`src/hdl/bfsp_map.svh`:
```
// Purpose: offsets, field positions, section boundaries and timing counts of the flash self-program block
// Assumes: word-addressed flash, 125 MHz system clock
// Notes: included by bare name
`ifndef BFSP_MAP_SVH
`define BFSP_MAP_SVH
// ------------------------------------------------------------
// register offsets (word index on the plain port)
// ------------------------------------------------------------
`define BFSP_ADDR_CTRL 4'h0
`define BFSP_ADDR_PTR 4'h1
`define BFSP_ADDR_DATA 4'h2
`define BFSP_ADDR_IRQ_STAT 4'h3
`define BFSP_ADDR_IRQ_MASK 4'h4
`define BFSP_ADDR_STORE 4'h5
`define BFSP_ADDR_LOAD 4'h6
`define BFSP_ADDR_BOUNDS 4'h7
// ------------------------------------------------------------
// control and interrupt field positions
// ------------------------------------------------------------
`define BFSP_CTRL_CMD_EN 0
`define BFSP_CTRL_ERASE 1
`define BFSP_CTRL_WRITE 2
`define BFSP_CTRL_REEN 4
`define BFSP_CTRL_BUSY 6
`define BFSP_IRQ_DONE 0
`define BFSP_IRQ_REFUSED 1
`define BFSP_IRQ_EXPIRED 2
// ------------------------------------------------------------
// section boundaries, geometry and timing
// ------------------------------------------------------------
`define BFSP_NO_READ_WHILE_WRITE_SECTION_START 14'h3800
`define BFSP_BOOT_256 14'h3F00
`define BFSP_BOOT_512 14'h3E00
`define BFSP_BOOT_1K 14'h3C00
`define BFSP_BOOT_2K 14'h3800
`define BFSP_PAGE_WORDS 64
`define BFSP_STORE_WINDOW 3'h4
`define BFSP_PROG_TIME_US 3700
`define BFSP_CLK_MHZ 125
`define BFSP_PROG_CYCLES (`BFSP_PROG_TIME_US * `BFSP_CLK_MHZ)
`endif

```
`src/hdl/bfsp_pkg.sv`:
```
// Purpose: types of the flash self-program block
// Assumes: nothing beyond the map header
// Notes: states and carried structs
package bfsp_pkg;
  typedef enum logic [1:0] {
    BFSP_IDLE = 2'b00,
    BFSP_ARMED = 2'b01,
    BFSP_BUSY = 2'b10
  } bfsp_state_t;
  typedef struct packed {
    logic [7:0] page;
    logic [5:0] word;
    logic byte_sel;
  } bfsp_ptr_t;
  typedef struct packed {
    logic erase;
    logic write;
    logic fill;
    logic [7:0] page;
    logic [5:0] word;
    logic [15:0] data;
  } bfsp_op_t;
endpackage : bfsp_pkg

```
`src/hdl/bfsp_ctrl.sv`:
```
// Purpose: address mapping and command sequencing for boot-loader self-programming of program flash
// Assumes: inputs synchronous to CLK_SYS; core obeys polling, interrupt and sequence duties
// Notes: flash array itself is outside; this block issues erase/write/fill and gates fetches
//
// Notes on behaviour
// - two boot-size fuses pick 256..2048-word boot section; its start is boot reset address
// - words 0x3800..0x3FFF form no-read-while-write section, the rest read-while-write
// - program counter is 14 bits, flash holds 16K words
// - page has 64 words, low six counter bits pick the word
// - erase and write take page from pointer bits 14..7
// - pointer bits 6..1 pick buffer word; software zeroes them for page write
// - pointer bit 15 ignored for all store and load operations
// - pointer bit 0 zero for stores; byte select for loads
// - during erase or write only no-read-while-write fetches allowed
// - busy flag stays until re-enable command; software polls the command enable bit clear
// - store must follow within four cycles, otherwise command bits clear
// - busy flag set while section occupied by erase or write
// - eeprom write in progress blocks every flash programming command
`timescale 1ns/10ps
`include "bfsp_map.svh"
module bfsp_ctrl #(
  parameter int PROG_CYCLES = `BFSP_PROG_CYCLES
) (
  input wire logic CLK_SYS,
  input wire logic NRST,
  input wire logic CE,
  input wire logic [3:0] REG_ADDR,
  input wire logic [15:0] REG_WDATA,
  input wire logic REG_WR,
  input wire logic REG_RD,
  output logic [15:0] REG_RDATA,
  input wire logic BOOT_SIZE_FUSE_HI,
  input wire logic BOOT_SIZE_FUSE_LO,
  input wire logic EEPROM_WRITE_IN_PROGRESS_FLAG,
  input wire logic [13:0] FETCH_ADDR,
  input wire logic FETCH_REQ,
  output logic FETCH_STALL,
  output logic [13:0] BOOT_RESET_ADDR,
  output logic FLASH_ERASE,
  output logic FLASH_WRITE,
  output logic FLASH_FILL,
  output logic [7:0] FLASH_PAGE,
  output logic [5:0] FLASH_WORD,
  output logic [15:0] FLASH_DATA,
  output logic LOAD_HIGH_BYTE,
  output logic IRQ
);
  // ------------------------------------------------------------
  // state
  // ------------------------------------------------------------
  bfsp_pkg::bfsp_state_t state_r, state_nxt;
  logic [4:0] cmd_r, cmd_nxt;
  logic busy_flag_r, busy_flag_nxt;
  logic [15:0] ptr_r, ptr_nxt;
  logic [15:0] data_r, data_nxt;
  logic [2:0] win_r, win_nxt;
  logic [22:0] prog_cnt_r, prog_cnt_nxt;
  logic [2:0] irq_stat_r, irq_stat_nxt;
  logic [2:0] irq_mask_r, irq_mask_nxt;
  logic [15:0] rdata_r, rdata_nxt;
  logic stall_r, stall_nxt;
  logic [13:0] boot_r, boot_nxt;
  bfsp_pkg::bfsp_op_t op_r, op_nxt;
  logic load_hi_r, load_hi_nxt;
  logic irq_r, irq_nxt;
  bfsp_pkg::bfsp_ptr_t ptr_map;
  logic [2:0] ev;
  logic store_hit, in_no_read_while_write_section, prog_active;
  // ------------------------------------------------------------
  // address mapping
  // ------------------------------------------------------------
  always_comb begin
    ptr_map.page = ptr_r[14:7];
    ptr_map.word = ptr_r[6:1];
    ptr_map.byte_sel = ptr_r[0];
    in_no_read_while_write_section = (FETCH_ADDR >= `BFSP_NO_READ_WHILE_WRITE_SECTION_START);
    store_hit = REG_WR && (REG_ADDR == `BFSP_ADDR_STORE);
    prog_active = (state_r == bfsp_pkg::BFSP_BUSY);
    case ({BOOT_SIZE_FUSE_HI, BOOT_SIZE_FUSE_LO})
      2'b11: boot_nxt = `BFSP_BOOT_256;
      2'b10: boot_nxt = `BFSP_BOOT_512;
      2'b01: boot_nxt = `BFSP_BOOT_1K;
      default: boot_nxt = `BFSP_BOOT_2K;
    endcase
  end
  // ------------------------------------------------------------
  // sequencer
  // ------------------------------------------------------------
  always_comb begin
    state_nxt = state_r;
    cmd_nxt = cmd_r;
    busy_flag_nxt = busy_flag_r;
    ptr_nxt = ptr_r;
    data_nxt = data_r;
    win_nxt = win_r;
    prog_cnt_nxt = prog_cnt_r;
    op_nxt = op_r;
    op_nxt.fill = 1'b0;
    load_hi_nxt = load_hi_r;
    ev = 3'h0;
    if (REG_WR && REG_ADDR == `BFSP_ADDR_PTR) begin
      ptr_nxt = REG_WDATA;
    end
    if (REG_WR && REG_ADDR == `BFSP_ADDR_DATA) begin
      data_nxt = REG_WDATA;
    end
    if (REG_RD && REG_ADDR == `BFSP_ADDR_LOAD) begin
      load_hi_nxt = ptr_map.byte_sel;
    end
    case (state_r)
      bfsp_pkg::BFSP_IDLE: begin
        if (REG_WR && REG_ADDR == `BFSP_ADDR_CTRL && REG_WDATA[`BFSP_CTRL_CMD_EN]) begin
          if (EEPROM_WRITE_IN_PROGRESS_FLAG) begin
            ev[`BFSP_IRQ_REFUSED] = 1'b1;
          end else begin
            cmd_nxt = REG_WDATA[4:0];
            win_nxt = `BFSP_STORE_WINDOW;
            state_nxt = bfsp_pkg::BFSP_ARMED;
          end
        end
      end
      bfsp_pkg::BFSP_ARMED: begin
        if (store_hit && !ptr_r[0]) begin
          ev[`BFSP_IRQ_DONE] = 1'b1;
          state_nxt = bfsp_pkg::BFSP_IDLE;
          cmd_nxt = 5'h00;
          if (cmd_r[`BFSP_CTRL_ERASE] || cmd_r[`BFSP_CTRL_WRITE]) begin
            op_nxt.erase = cmd_r[`BFSP_CTRL_ERASE];
            op_nxt.write = cmd_r[`BFSP_CTRL_WRITE];
            op_nxt.page = ptr_map.page;
            op_nxt.word = ptr_map.word;
            busy_flag_nxt = 1'b1;
            prog_cnt_nxt = 23'(PROG_CYCLES - 1);
            cmd_nxt = cmd_r;
            state_nxt = bfsp_pkg::BFSP_BUSY;
            ev[`BFSP_IRQ_DONE] = 1'b0;
          end else if (cmd_r[`BFSP_CTRL_REEN]) begin
            busy_flag_nxt = 1'b0;
          end else begin
            op_nxt.fill = 1'b1;
            op_nxt.word = ptr_map.word;
            op_nxt.data = data_r;
          end
        end else if (win_r == 3'h1) begin
          cmd_nxt = 5'h00;
          ev[`BFSP_IRQ_EXPIRED] = 1'b1;
          state_nxt = bfsp_pkg::BFSP_IDLE;
        end else begin
          win_nxt = win_r - 3'h1;
        end
      end
      bfsp_pkg::BFSP_BUSY: begin
        if (prog_cnt_r == 23'h0) begin
          op_nxt.erase = 1'b0;
          op_nxt.write = 1'b0;
          cmd_nxt = 5'h00;
          ev[`BFSP_IRQ_DONE] = 1'b1;
          state_nxt = bfsp_pkg::BFSP_IDLE;
        end else begin
          prog_cnt_nxt = prog_cnt_r - 23'h1;
        end
      end
      default: state_nxt = bfsp_pkg::BFSP_IDLE;
    endcase
  end
  // ------------------------------------------------------------
  // registers, interrupts and read port
  // ------------------------------------------------------------
  always_comb begin
    irq_mask_nxt = irq_mask_r;
    irq_stat_nxt = irq_stat_r;
    if (REG_WR && REG_ADDR == `BFSP_ADDR_IRQ_MASK) begin
      irq_mask_nxt = REG_WDATA[2:0];
    end
    if (REG_WR && REG_ADDR == `BFSP_ADDR_IRQ_STAT) begin
      irq_stat_nxt = irq_stat_r & ~REG_WDATA[2:0];
    end
    // set after clear: an event in the clearing cycle is not lost
    irq_stat_nxt = irq_stat_nxt | ev;
    irq_nxt = |(irq_stat_nxt & irq_mask_nxt);
    // look ahead so the first programming cycle already stalls
    stall_nxt = FETCH_REQ && !in_no_read_while_write_section && (prog_active || state_nxt == bfsp_pkg::BFSP_BUSY);
    rdata_nxt = 16'h0000;
    if (REG_RD) begin
      case (REG_ADDR)
        `BFSP_ADDR_CTRL: rdata_nxt = {9'h000, busy_flag_r, 1'b0, cmd_r};
        `BFSP_ADDR_PTR: rdata_nxt = ptr_r;
        `BFSP_ADDR_DATA: rdata_nxt = data_r;
        `BFSP_ADDR_IRQ_STAT: rdata_nxt = {13'h0000, irq_stat_r};
        `BFSP_ADDR_IRQ_MASK: rdata_nxt = {13'h0000, irq_mask_r};
        `BFSP_ADDR_LOAD: rdata_nxt = {2'h0, ptr_r[14:1]};
        `BFSP_ADDR_BOUNDS: rdata_nxt = {2'h0, boot_r};
        default: rdata_nxt = 16'h0000;
      endcase
    end
  end
  always_ff @(posedge CLK_SYS or negedge NRST) begin
    if (!NRST) begin
      state_r <= bfsp_pkg::BFSP_IDLE;
      cmd_r <= 5'h00;
      busy_flag_r <= 1'b0;
      ptr_r <= 16'h0000;
      data_r <= 16'h0000;
      win_r <= 3'h0;
      prog_cnt_r <= 23'h0;
      irq_stat_r <= 3'h0;
      irq_mask_r <= 3'h0;
      rdata_r <= 16'h0000;
      stall_r <= 1'b0;
      boot_r <= `BFSP_BOOT_2K;
      op_r <= '0;
      load_hi_r <= 1'b0;
      irq_r <= 1'b0;
    end else if (CE) begin
      state_r <= state_nxt;
      cmd_r <= cmd_nxt;
      busy_flag_r <= busy_flag_nxt;
      ptr_r <= ptr_nxt;
      data_r <= data_nxt;
      win_r <= win_nxt;
      prog_cnt_r <= prog_cnt_nxt;
      irq_stat_r <= irq_stat_nxt;
      irq_mask_r <= irq_mask_nxt;
      rdata_r <= rdata_nxt;
      stall_r <= stall_nxt;
      boot_r <= boot_nxt;
      op_r <= op_nxt;
      load_hi_r <= load_hi_nxt;
      irq_r <= irq_nxt;
    end
  end
  assign REG_RDATA = rdata_r;
  assign FETCH_STALL = stall_r;
  assign BOOT_RESET_ADDR = boot_r;
  assign FLASH_ERASE = op_r.erase;
  assign FLASH_WRITE = op_r.write;
  assign FLASH_FILL = op_r.fill;
  assign FLASH_PAGE = op_r.page;
  assign FLASH_WORD = op_r.word;
  assign FLASH_DATA = op_r.data;
  assign LOAD_HIGH_BYTE = load_hi_r;
  assign IRQ = irq_r;
  // ------------------------------------------------------------
  // checks
  // ------------------------------------------------------------
  AST_BOOT_START: assert property (@(posedge CLK_SYS) disable iff (!NRST)
    CE && BOOT_SIZE_FUSE_HI && BOOT_SIZE_FUSE_LO |=> BOOT_RESET_ADDR == 14'h3F00)
    else $error("boot start wrong");
  AST_NO_RWW_FETCH: assert property (@(posedge CLK_SYS) disable iff (!NRST)
    CE && FETCH_REQ && FETCH_ADDR < 14'h3800 && state_r == bfsp_pkg::BFSP_BUSY |=> FETCH_STALL)
    else $error("fetch not stalled");
  AST_NO_READ_WHILE_WRITE_SECTION_FREE: assert property (@(posedge CLK_SYS) disable iff (!NRST)
    CE && FETCH_REQ && FETCH_ADDR >= 14'h3800 |=> !FETCH_STALL)
    else $error("no_read_while_write_section fetch stalled");
  AST_WINDOW: assert property (@(posedge CLK_SYS) disable iff (!NRST)
    CE && state_r == bfsp_pkg::BFSP_IDLE && state_nxt == bfsp_pkg::BFSP_ARMED ##1 (CE && !store_hit) [*4]
    |=> cmd_r == 5'h00)
    else $error("command not expired");
  AST_EE_BLOCK: assert property (@(posedge CLK_SYS) disable iff (!NRST)
    CE && state_r == bfsp_pkg::BFSP_IDLE && EEPROM_WRITE_IN_PROGRESS_FLAG |=> state_r == bfsp_pkg::BFSP_IDLE)
    else $error("command taken during eeprom write");
  AST_BUSY_HELD: assert property (@(posedge CLK_SYS) disable iff (!NRST)
    state_r == bfsp_pkg::BFSP_BUSY |-> busy_flag_r)
    else $error("busy flag low while programming");
  AST_PAGE_MAP: assert property (@(posedge CLK_SYS) disable iff (!NRST)
    CE && state_r == bfsp_pkg::BFSP_ARMED && store_hit && !ptr_r[0] && cmd_r[1] |=> FLASH_PAGE == $past(ptr_r[14:7]))
    else $error("page mapping wrong");
  AST_FILL_WORD: assert property (@(posedge CLK_SYS) disable iff (!NRST)
    CE && state_r == bfsp_pkg::BFSP_ARMED && store_hit && !ptr_r[0] && cmd_r[4:1] == 4'h0
    |=> FLASH_FILL && FLASH_WORD == $past(ptr_r[6:1]) && FLASH_DATA == $past(data_r))
    else $error("fill wrong");
  AST_REEN: assert property (@(posedge CLK_SYS) disable iff (!NRST)
    CE && state_r == bfsp_pkg::BFSP_ARMED && store_hit && !ptr_r[0] && cmd_r[4:1] == 4'h8 |=> !busy_flag_r)
    else $error("busy not cleared");
  AST_BOOT_2K: assert property (@(posedge CLK_SYS) disable iff (!NRST)
    CE && !BOOT_SIZE_FUSE_HI && !BOOT_SIZE_FUSE_LO |=> BOOT_RESET_ADDR == 14'h3800)
    else $error("largest boot start wrong");
  AST_WRITE_MAP: assert property (@(posedge CLK_SYS) disable iff (!NRST)
    CE && state_r == bfsp_pkg::BFSP_ARMED && store_hit && !ptr_r[0] && cmd_r[2] |=> FLASH_WRITE && FLASH_PAGE == $past(ptr_r[14:7]))
    else $error("write page mapping wrong");
  AST_FILL_PULSE: assert property (@(posedge CLK_SYS) disable iff (!NRST)
    CE && FLASH_FILL |=> !FLASH_FILL)
    else $error("fill longer than one cycle");
  AST_LOAD_MAP: assert property (@(posedge CLK_SYS) disable iff (!NRST)
    CE && REG_RD && REG_ADDR == `BFSP_ADDR_LOAD |=> REG_RDATA == {2'b00, $past(ptr_r[14:1])} && LOAD_HIGH_BYTE == $past(ptr_r[0]))
    else $error("load mapping wrong");
  AST_ODD_STORE: assert property (@(posedge CLK_SYS) disable iff (!NRST)
    CE && state_r == bfsp_pkg::BFSP_ARMED && store_hit && ptr_r[0]
    |=> state_r != bfsp_pkg::BFSP_BUSY && !FLASH_FILL)
    else $error("odd pointer store taken");
  AST_EE_REFUSED: assert property (@(posedge CLK_SYS) disable iff (!NRST)
    CE && state_r == bfsp_pkg::BFSP_IDLE && REG_WR && REG_ADDR == `BFSP_ADDR_CTRL && REG_WDATA[0] && EEPROM_WRITE_IN_PROGRESS_FLAG
    |=> irq_stat_r[`BFSP_IRQ_REFUSED])
    else $error("refusal not flagged");
  AST_FREEZE: assert property (@(posedge CLK_SYS) disable iff (!NRST)
    !CE |=> $stable(state_r) && $stable(ptr_r) && $stable(cmd_r))
    else $error("state moved while clock enable low");
  COV_ERASE: cover property (@(posedge CLK_SYS) FLASH_ERASE);
  COV_WRITE: cover property (@(posedge CLK_SYS) FLASH_WRITE);
  COV_FILL: cover property (@(posedge CLK_SYS) FLASH_FILL);
  COV_EXPIRE: cover property (@(posedge CLK_SYS) ev[`BFSP_IRQ_EXPIRED]);
  COV_REFUSED: cover property (@(posedge CLK_SYS) ev[`BFSP_IRQ_REFUSED]);
endmodule : bfsp_ctrl

```
`config.mk`:
```
export PLATFORM = sky130hd
export DESIGN_NAME = bfsp_ctrl
export DESIGN_NICKNAME = d
export VERILOG_FILES = /design/src/hdl/bfsp_pkg.sv /design/src/hdl/bfsp_ctrl.sv
export VERILOG_INCLUDE_DIRS = /design/src /design/src/hdl
export SDC_FILE = /design/constraint.sdc
export NUM_CORES = 1
export LEC_CHECK = 0
export ABC_CLOCK_PERIOD_IN_PS = 2900
export BUFFER_PORTS_ARGS = -buffer_cell sky130_fd_sc_hd__buf_2
export CAP_MARGIN = 30
export CORE_MARGIN = 1.5
export CORE_UTILIZATION = 51
export DETAILED_ROUTE_END_ITERATION = 10
export PLACE_DENSITY = 0.88
export SLEW_MARGIN = 20
export SYNTH_ARGS = -nofsm -noshare
export SYNTH_HDL_FRONTEND = slang
export SYNTH_SLANG_ARGS = --single-unit
```
`constraint.sdc`:
```
create_clock -name CLK_SYS -period 2.9 [get_ports CLK_SYS]
set_input_delay 0.435 -clock CLK_SYS [delete_from_list [all_inputs] [get_ports CLK_SYS]]
set_output_delay 0.435 -clock CLK_SYS [all_outputs]
set_load 0.005 [all_outputs]
```
**Word-level counts from Yosys, hierarchy flattened**

Index checks and enable logic that the tools add are counted.

- Memory bits (read-only): 0
- Register bits after elaboration: 138
- Memories kept: 0
- Output and inout bits: 66
- Latch bits: 0
- Input port bits: 43
- Memory bits (writable): 0

- $add $sub $neg: 2
- Divide/modulo/power cells: 0
- $mul: 0
- Order comparisons: 1
- Bitwise logic cells: 6
- Shift operators: 0
- Multiplexer cells: 51
- Reductions and logical operators: 34
- Equality and inequality tests: 25

Operators with widths:

| kind | count |
|---|---|
| $pmux W16 S7 | 1 |
| $mux W23 | 3 |
| $pmux W23 S2 | 1 |
| $mux W33 | 1 |
| $pmux W11 S3 | 1 |
| $mux W16 | 2 |
| $mux W31 | 1 |
| $mux W5 | 6 |
| $logic_not A23 Y1 | 1 |
| $sub A23 B1 Y23 const B | 1 |
| $mux W22 | 1 |
| $mux W3 | 6 |
| $eq A4 B3 Y1 const B | 4 |
| $mux W2 | 8 |
| $pmux W5 S3 | 1 |
| $reduce_and A5 Y1 | 3 |
| $ge A14 B14 Y1 const B | 1 |
| $ne A2 B2 Y1 const B | 7 |
| $mux W1 | 13 |
| $reduce_and A4 Y1 | 3 |
| $logic_and A1 B1 Y1 | 11 |
| $eq A2 B2 Y1 const B | 4 |
| $eq A4 B2 Y1 const B | 2 |
| $mux W8 | 1 |
| other kinds (25) | 36 |

**Longest topological paths before layout**

Gate-level depths: netlist of the first run.

- Depth after elaboration: 8
- Mapped depth: 10
- Gate-level depth less buffers: 7

**Least setup slack after synthesis of the first run**

No wires, ideal clock.

- Kind: register -> register
- Start point: register prog_cnt_r[13]
- End point: register cmd_r[0]
- Data arrival time: 2.587 ns
- Required time: 2.775 ns
- Stages on the path, launching flop included: 6
- Path buffers: 0
- Library setup time: 0.125 ns
- Path slack: 0.188 ns
- Period minus slack after synthesis: 2.712 ns
- Cell sequence: dfrtp_1 > or4_4 > or3_4 > or3_4 > a2111oi_4 > mux2_2

- Cells in the longest elaborated chain, start to end: 3

RTL lines:

| item | line | source |
|---|---|---|
| start: declaration | bfsp_ctrl.sv:57 | `logic [22:0] prog_cnt_r, prog_cnt_nxt;` |
| start signal: assignment | bfsp_ctrl.sv:221 | `prog_cnt_r <= prog_cnt_nxt;` |
| $logic_not A23 Y1 | bfsp_ctrl.sv:153 | `if (prog_cnt_r == 23'h0) begin` |
| $ne A2 B1 Y1 (no line) | n/a |  |
| $reduce_and A7 Y1 (no line) | n/a |  |
| end signal: assignment | bfsp_ctrl.sv:216 | `cmd_r <= cmd_nxt;` |
| end: declaration | bfsp_ctrl.sv:52 | `logic [4:0] cmd_r, cmd_nxt;` |

Every way passes these cells.
A chain may end at the register's enable or synchronous reset.

**Final worst setup path of the first run**

- Start point: register prog_cnt_r[13]
- End point: register cmd_r[2]

The elaborated chain is that of the path after synthesis.

==> impl_summary.txt, run 1 <==
----------------------------------------------------
[Status]
  Result of the run ... completed

[Floorplan]
  I/O pin count ... 109
  Y dimension of the die ... 114 µm
  Core Rows ... 40
  Die area ... ~13000 µm²
  Total core area ... 12000 µm²
  Effective utilization at floorplan ... 0.521
  Die Span X ... 114 µm

[Clock network]
  CTS clk-pin slew, worst paths ... roughly 60 ps
  Resized cells post-CTS ... 0
  CTS tree ... built
  Clock insertion delay at the later pin of the skew report ... roughly 430 ps
  Post-CTS Hold Fix Bufs ... 1
  Max H-tree Level ... 4
  Maximum clock insertion buffer count ... 2
  Number of buffers added by the clock tree synthesis step ... 17
  Clock sink total ... ~130
  Master cell of the clock root buffer ... sky130_fd_sc_hd__clkbuf_16
  Number of buffers inserted to repair setup after CTS ... 0

[Power]
  IR Drop Worst-Case VDD ... 688 µV
  Static leakage power ... 3.66 nW
  PwrDens ... roughly 800 nW/µm²

[Setup path]
  Critical Path, Cell by Cell ... or4_4, or3_4, or3_4, a2111oi_4, buf_4, mux2_2
  Launching element type of the critical path ... flop
  Critical path capture point type ... flop
  CP max stage delay ... around 560 ps
  Most common cell on crit path ... sky130_fd_sc_hd__or3_4
  Top delay family on crit path ... simple AND/OR/NAND/NOR gates
  Class of the most critical setup path ... reg -> reg
  Maximum net fanout on the critical path ... 5
  Number of buffer and inverter instances along the worst setup path ... 1
  Critical path's slowest cell ... sky130_fd_sc_hd__or4_4
  Required @ worst endpoint ... around 3200 ps
  Crit path DAT ... between 3000 and 4000 ps

[STA]
  Final Cycle Share ... 0.970
  Total of endpoints with negative setup slack in the final report ... 0
  Worst Tran Pin Value ... 603 ps
  Post-route setup TNS ... 0 ps
  F_max ... between 300 and 400 MHz
  Count of pins over their slew limit ... 0
  Minimum setup slack in the final design ... 86.1 ps
  Unrepaired setup endpoints after global routing ... false
  Final count of hold timing violations ... 0
  Final critical path time including I/O delays and setup ... around 2800 ps
  Clock tree skew after final layout ... 13.7 ps
  Max-slew headroom at the worst pin ... 0.596

[Global route]
  Wire length of the first global-routing pass ... roughly 27000 µm
  Met1 usage ... 0.317
  Met3 Track Usage GR ... 0.0781
  All-Layer GR Usage ... 0.275
  Number of global-route vias before repair ... roughly 5500
  Initial antenna violation count ... 0
  Met2 routing resource usage after global routing ... 0.471
  Pin count of the biggest net entering global routing ... 81
  Residual overflow from global routing ... 0
  Most utilized layer in the global route result ... met2

[Synthesis]
  Most instantiated flip-flop cell in the synthesis netlist ... sky130_fd_sc_hd__dfrtp_1
  Number of register bits inferred by synthesis ... about 130
  Fraction of synthesis flops using an asynchronous set or reset pin ... 1.00
  Post-synthesis cell count ... approximately 570
  Share of the synthesized area in the top cell type ... 0.510
  Leading cell type by number of instances after synthesis ... sky130_fd_sc_hd__dfrtp_1
  Number of different library cells in the post-synthesis netlist ... 55
  Post-synth EDFFs ... 0
  Yosys warning total ... 0
  Dominant cells by area after synthesis ... sky130_fd_sc_hd__dfrtp_1 51%, sky130_fd_sc_hd__mux2_2 13%, sky130_fd_sc_hd__mux2i_1 3.9%
  Commonest cells post-synth ... 127 x sky130_fd_sc_hd__dfrtp_1, 72 x sky130_fd_sc_hd__mux2_2, 43 x sky130_fd_sc_hd__nand2_1
  Cell area after synthesis ... between 6000 and 7000 µm²
  Cell type with the highest aggregate area in the netlist ... sky130_fd_sc_hd__dfrtp_1
  Mean instance size in the synthesized netlist ... ~11 µm²
  Register area share after synthesis ... 0.510

[Placed design]
  Placed instance count ... 801
  Final weighted congestion of routability-driven global placement ... between 0.9 and 1
  Input/output buffers ... 86
  Post-detail-place hpwl ... 11200 µm
  Worst setup timing slack at the placement stage ... approximately 100 ps

[Route]
  Post-detailed-routing wire length ... 16800 µm
  Remaining routing DRC violations ... 0
  Average via count per standard cell ... between 6 and 7
  Count of TritonRoute iterations in the first routing pass ... 5
  1st-iter DRT viols ... 410
  Routed wire length per instance ... 20.1 µm
  Via count ... approximately 5200
  Detail Route Antenna Nets ... 0

[Finish]
  Finished Layout Cells ... 834
  P&R area growth vs syn ... 21.0%
  Ratio of cells with drive above 1 in the final layout ... 0.330
  Count of fill cells added during filler insertion ... 855
  Antenna Diode Count ... 0
  Total Nets Final ... approximately 720

[Job]
  Max capacitance violation total ... 0

[Hold path]
  Worst hold path type ... in -> reg

----------------------------------------------------
-- cells in the final DEF (no fill, tap or decap), types with 4 or more instances in the layout --
cell type | netlist | layout
sky130_fd_sc_hd__a21oi_1 | 19 | 19
sky130_fd_sc_hd__a221oi_1 | 7 | 7
sky130_fd_sc_hd__a31oi_1 | 4 | 4
sky130_fd_sc_hd__and3_1 | 6 | 6
sky130_fd_sc_hd__buf_2 | 2 | 85
sky130_fd_sc_hd__buf_4 | 11 | 26
sky130_fd_sc_hd__clkbuf_16 | 0 | 17
sky130_fd_sc_hd__clkinvlp_4 | 0 | 4
sky130_fd_sc_hd__conb_1 | 2 | 11
sky130_fd_sc_hd__dfrtp_1 | 127 | 127
sky130_fd_sc_hd__ha_1 | 7 | 7
sky130_fd_sc_hd__inv_1 | 31 | 31
sky130_fd_sc_hd__inv_6 | 0 | 4
sky130_fd_sc_hd__mux2_2 | 72 | 72
sky130_fd_sc_hd__mux2i_1 | 24 | 24
sky130_fd_sc_hd__nand2_1 | 43 | 43
sky130_fd_sc_hd__nand2b_1 | 10 | 10
sky130_fd_sc_hd__nand3_1 | 15 | 15
sky130_fd_sc_hd__nand3b_1 | 4 | 4
sky130_fd_sc_hd__nand4_1 | 7 | 7
sky130_fd_sc_hd__nor2_1 | 25 | 25
sky130_fd_sc_hd__nor2b_1 | 5 | 5
sky130_fd_sc_hd__nor3_1 | 17 | 17
sky130_fd_sc_hd__nor3b_1 | 4 | 4
sky130_fd_sc_hd__nor4_1 | 9 | 9
sky130_fd_sc_hd__o21ai_0 | 17 | 17
sky130_fd_sc_hd__o22ai_1 | 18 | 18
sky130_fd_sc_hd__o41ai_1 | 4 | 4
sky130_fd_sc_hd__or2_2 | 5 | 5
sky130_fd_sc_hd__or3_1 | 7 | 7
sky130_fd_sc_hd__or4_1 | 6 | 6
-- layout make-up --
type,count,area (µm²),share of cell area
inverter,31,116,0.0154
timing repair buffer,114,671,0.0890
clock inverter,14,180,0.0239
tap,147,184,0.0244
clock buffer,18,439,0.0583
multi-input combinational,383,2770,0.367
sequential,127,3180,0.422
-- state kept, by name (all words and copies together), names as in the netlist --
register and count:
BOOT_RESET_ADDR 3, FETCH_STALL 1, FLASH_DATA 16, FLASH_ERASE 1, FLASH_FILL 1, FLASH_PAGE 8
FLASH_WORD 6, FLASH_WRITE 1, IRQ 1, LOAD_HIGH_BYTE 1, REG_RDATA 16, busy_flag_r 1
cmd_r 5, data_r 16, irq_mask_r 3, irq_stat_r 3, prog_cnt_r 23, ptr_r 16
state_r 2, win_r 3
-- stage by stage --
step / hold WS (ps) / total power, W / util / cell area [µm²]
2_1_floorplan: 139 / 0.00317 / - / 6260
3_3_place_gp: 438 / 0.00349 / 0.577 / 6900
3_5_place_dp: 446 / 0.00360 / 0.577 / 6900
4_1_cts: 243 / 0.00586 / 0.630 / 7530
5_1_grt: 238 / 0.00613 / 0.630 / 7530
6_report: 254 / 0.00588 / 0.630 / 7530
-- metal layers --
layer  vias up  share of wire  routed length, µm
li1       2265              -                  -
met2       287           0.51               8560
met5         -              0                  0
met1      2544           0.38               6400
met3        60          0.077               1290
met4         0          0.032                542
-- power breakdown --
| part | switching [W] | total, W | internal [W] | leakage, nW |
|---|---|---|---|---|
| registers | 0.000315 | 0.00239 | 0.00207 | 1.68 |
| clock network | 0.000861 | 0.00225 | 0.00139 | 0.292 |
| logic | 0.000670 | 0.00124 | 0.000567 | 1.69 |
| total | 0.00185 | 0.00588 | 0.00403 | 3.66 |
-- worst register-to-register path, delay by kind of cell (launching register included) --
family                 cells  cell delay [ps]
AND/OR/NAND/NOR            3             1400
flip-flops                 1              430
multiplexers               1              340
buffers and inverters      1              210
AO/OA/AOI/OAI              1              350
-- final timing paths --
check,cells past startpoint,slack [ps],from,end
min in group asynchronous,2,540,NRST,prog_cnt_r[15]
worst max register to register,6,90,prog_cnt_r[13],cmd_r[2]
worst min-delay path,2,250,REG_WDATA[9],data_r[9]
max in group asynchronous,3,1570,NRST,FLASH_WORD[2]
worst max-delay path,6,90,prog_cnt_r[13],cmd_r[2]
worst min register to register,2,490,prog_cnt_r[22],prog_cnt_r[22]
-- logic make-up (layout without fill, tap and decap cells) --
| logic type | count (synthesis) | count (layout) | share of synthesized area |
|---|---|---|---|
| flip-flops | 127 | 127 | 0.510 |
| adder cells (fa/ha/maj) | 7 | 7 | 0.0141 |
| other | 2 | 11 | 0.00121 |
| AND/OR/NAND/NOR | 174 | 174 | 0.149 |
| buffers and inverters | 73 | 177 | 0.0510 |
| AO/OA/AOI/OAI | 94 | 94 | 0.102 |
| multiplexers | 97 | 97 | 0.172 |
(Power assumes the default switching activity.)
==> run 2: changes to the inputs <==
--- a/config.mk
+++ b/config.mk
@@ -12,7 +12,7 @@
 export CORE_MARGIN = 1.5
 export CORE_UTILIZATION = 51
 export DETAILED_ROUTE_END_ITERATION = 10
-export PLACE_DENSITY = 0.88
+export PLACE_DENSITY = 0.74
 export SLEW_MARGIN = 20
 export SYNTH_ARGS = -nofsm -noshare
 export SYNTH_HDL_FRONTEND = slang
==> impl_summary.txt, run 2 (same netlist as run 1, synthesis figures left out) <==
----------------------------------------------------
[Clock network]
  Number of buffers inserted to repair setup after CTS ... 0 (unchanged)
  Master cell of the clock root buffer ... sky130_fd_sc_hd__clkbuf_16
  Number of buffers added by the clock tree synthesis step ... 17 (unchanged)
  Clock sink total ... 127 (unchanged)
  Post-CTS Hold Fix Bufs ... 0 (-1)
  Maximum clock insertion buffer count ... 2 (unchanged)
  Resized cells post-CTS ... 0 (unchanged)
  CTS clk-pin slew, worst paths ... 60 ps (about the same)
  CTS tree ... built
  Clock insertion delay at the later pin of the skew report ... 410 ps (-20 ps)
  Max H-tree Level ... 4 (unchanged)

[Power]
  IR Drop Worst-Case VDD ... 500 µV (-27%)
  Reg power frac ... 0.427 (+0.020)
  PwrDens ... 746 nW/µm² (-4.4%)
  Gate power share ... 0.214 (+0.004)
  Sw Pwr ... 0.00173 W (-6.4%)
  Static leakage power ... 3.64 nW (-0.43%)
  Switching Share ... 0.310 (-0.00454)
  Clk pwr share ... 0.359 (-0.024)
  Internal power ... 0.00385 W (-4.4%)

[Job]
  Max capacitance violation total ... 0 (unchanged)

[Global route]
  Initial antenna violation count ... 1 (+1)
  Residual overflow from global routing ... 0 (unchanged)
  All-Layer GR Usage ... 0.252 (-0.0232)
  Number of global-route vias before repair ... 5151 (-5.7%)
  Pin count of the biggest net entering global routing ... 56 (-31%)
  Wire length of the first global-routing pass ... 25600 µm (-6.5%)

[Route]
  Detail Route Antenna Nets ... 0 (unchanged)
  Remaining routing DRC violations ... 0 (unchanged)
  Post-detailed-routing wire length ... 15400 µm (-8.1%)
  Routed wire length per instance ... 18.5 µm (-8.3%)
  Count of TritonRoute iterations in the first routing pass ... 7 (+2)
  Average via count per standard cell ... 5.96 (-3.6%)
  1st-iter DRT viols ... 342 (-17%)
  Via count ... 4982 (-3.4%)

[Setup path]
  Crit path DAT ... 3080 ps (-50 ps)
  Critical path's slowest cell ... sky130_fd_sc_hd__or4_4
  Class of the most critical setup path ... reg -> reg
  Most common cell on crit path ... sky130_fd_sc_hd__or3_4
  Launching element type of the critical path ... flop
  Critical Path, Cell by Cell ... or4_4, or3_4, or3_4, a2111oi_4, buf_4, mux2_2
  Critical path capture point type ... flop
  Maximum net fanout on the critical path ... 5 (unchanged)
  Required @ worst endpoint ... 3190 ps (-20 ps)
  CP max stage delay ... 570 ps (about the same)

[Finish]
  Number of flip-flops under the largest register name ... 23 (unchanged)
  Largest Register ... prog_cnt_r
  Total Nets Final ... 726 (+0.28%)
  Ratio of cells with drive above 1 in the final layout ... 0.333 (+0.00243)
  Highest-count cells in the layout ignoring fill and taps ... 127 x sky130_fd_sc_hd__dfrtp_1, 85 x sky130_fd_sc_hd__buf_2, 72 x sky130_fd_sc_hd__mux2_2
  Finished Layout Cells ... 836 (+0.24%)
  Most frequent standard cell in the layout excluding fill and tap cells ... sky130_fd_sc_hd__dfrtp_1
  P&R area growth vs syn ... 20.2%

[Placed design]
  Post-detail-place hpwl ... 10900 µm (-2.4%)
  Final weighted congestion of routability-driven global placement ... 0.860 (-5.8%)
  Input/output buffers ... 86 (unchanged)
  Worst setup timing slack at the placement stage ... 103 ps (+5.28 ps)
  Placed instance count ... 804 (+0.37%)

[STA]
  Final critical path time including I/O delays and setup ... 2790 ps (-27.9 ps)
  Unrepaired setup endpoints after global routing ... false
  Total of endpoints with negative setup slack in the final report ... 0 (unchanged)
  Final Cycle Share ... 0.961 (-0.00961)
  Final count of hold timing violations ... 0 (unchanged)
  Worst Tran Pin Value ... 714 ps (+111 ps)
  Clock tree skew after final layout ... 7.53 ps (-6.16 ps)
  Count of pins over their slew limit ... 0 (unchanged)
  Minimum setup slack in the final design ... 114 ps (+27.9 ps)
  Post-route setup TNS ... 0 ps (unchanged)
  Max-slew headroom at the worst pin ... 0.524 (-0.0725)
  F_max ... 359 MHz (+1.0%)

[Status]
  Result of the run ... completed

[Floorplan]
  I/O pin count ... 109 (unchanged)
  Die area ... 12900 µm² (unchanged)
  Die Span X ... 114 µm (unchanged)
  Y dimension of the die ... 114 µm (unchanged)
  Effective utilization at floorplan ... 0.521 (unchanged)
  Total core area ... 12000 µm² (unchanged)
  Core Rows ... 40 (unchanged)

[Hold path]
  Worst hold path type ... in -> async

----------------------------------------------------
==> run 2: cell types whose count changed in the layout (fill, tap and decap cells not counted), sizes merged <==
cell | previous run | this run
dlygate4sd3 | 1 | 0
inv | 36 | 32
bufinv | 3 | 1
diode | 0 | 1
clkinv | 2 | 6
clkbuf | 18 | 19
buf | 113 | 116
==> run 2: final timing paths <==
| kind | from | end | slack [ps] | cells past startpoint |
|---|---|---|---|---|
| worst max register to register | prog_cnt_r[15] | cmd_r[0] | 110 | 6 |
| worst min-delay path | NRST | prog_cnt_r[3] | 70 | 1 |
| max in group asynchronous | NRST | FLASH_PAGE[7] | 2000 | 2 |
| worst max-delay path | prog_cnt_r[15] | cmd_r[0] | 110 | 6 |
| worst min register to register | prog_cnt_r[15] | prog_cnt_r[15] | 490 | 1 |
| min in group CLK_SYS | REG_WDATA[5] | data_r[5] | 270 | 2 |
==> run 2: worst max-delay path: cells and delay by family (launching register included) <==
kind            cells  cell delay, ps
mux                 1             330
simple gates        3            1390
flops               1             390
buf+inv             1             210
compound gates      1             350
==> run 2: through the flow <==
stage               instance area [µm²]  total power (W)   util  hold WS, ps
finish                             7480          0.00558  0.626         74.9
global route                       7480          0.00588  0.625          132
CTS                                7480          0.00561  0.625          104
detailed placement                 6910          0.00359  0.578          486
global placement                   6910          0.00350  0.578          465
floorplan                          6260          0.00317      -          139
==> run 2: final cells by class <==
type / instances / area (µm²)
Sequential cell: 127 / 3180
Fill cell: 927 / 4480
Clock buffer: 19 / 453
Inverter: 31 / 116
Tap cell: 147 / 184
Multi-Input combinational cell: 383 / 2770
Clock inverter: 12 / 114
Antenna cell: 1 / 2.50
Timing Repair Buffer: 116 / 671
==> run 2: metal layers <==
layer | up-vias | global-route usage | part of all wire
met5 | - | 0 | 0.0011
met4 | 2 | 0.0825 | 0.014
met3 | 23 | 0.0664 | 0.063
met2 | 197 | 0.425 | 0.51
met1 | 2496 | 0.318 | 0.42
li1 | 2264 | - | -
==> run 2: power by group through the flow <==
stage / logic [W] / registers, W / clock network (W)
final: 0.00119 / 0.00238 / 0.00201
after global routing: 0.00134 / 0.00243 / 0.00211
after CTS: 0.00120 / 0.00237 / 0.00204
after detailed placement: 0.00119 / 0.00240 / 0
after global placement: 0.00113 / 0.00237 / 0
after floorplan: 0.000865 / 0.00230 / 0
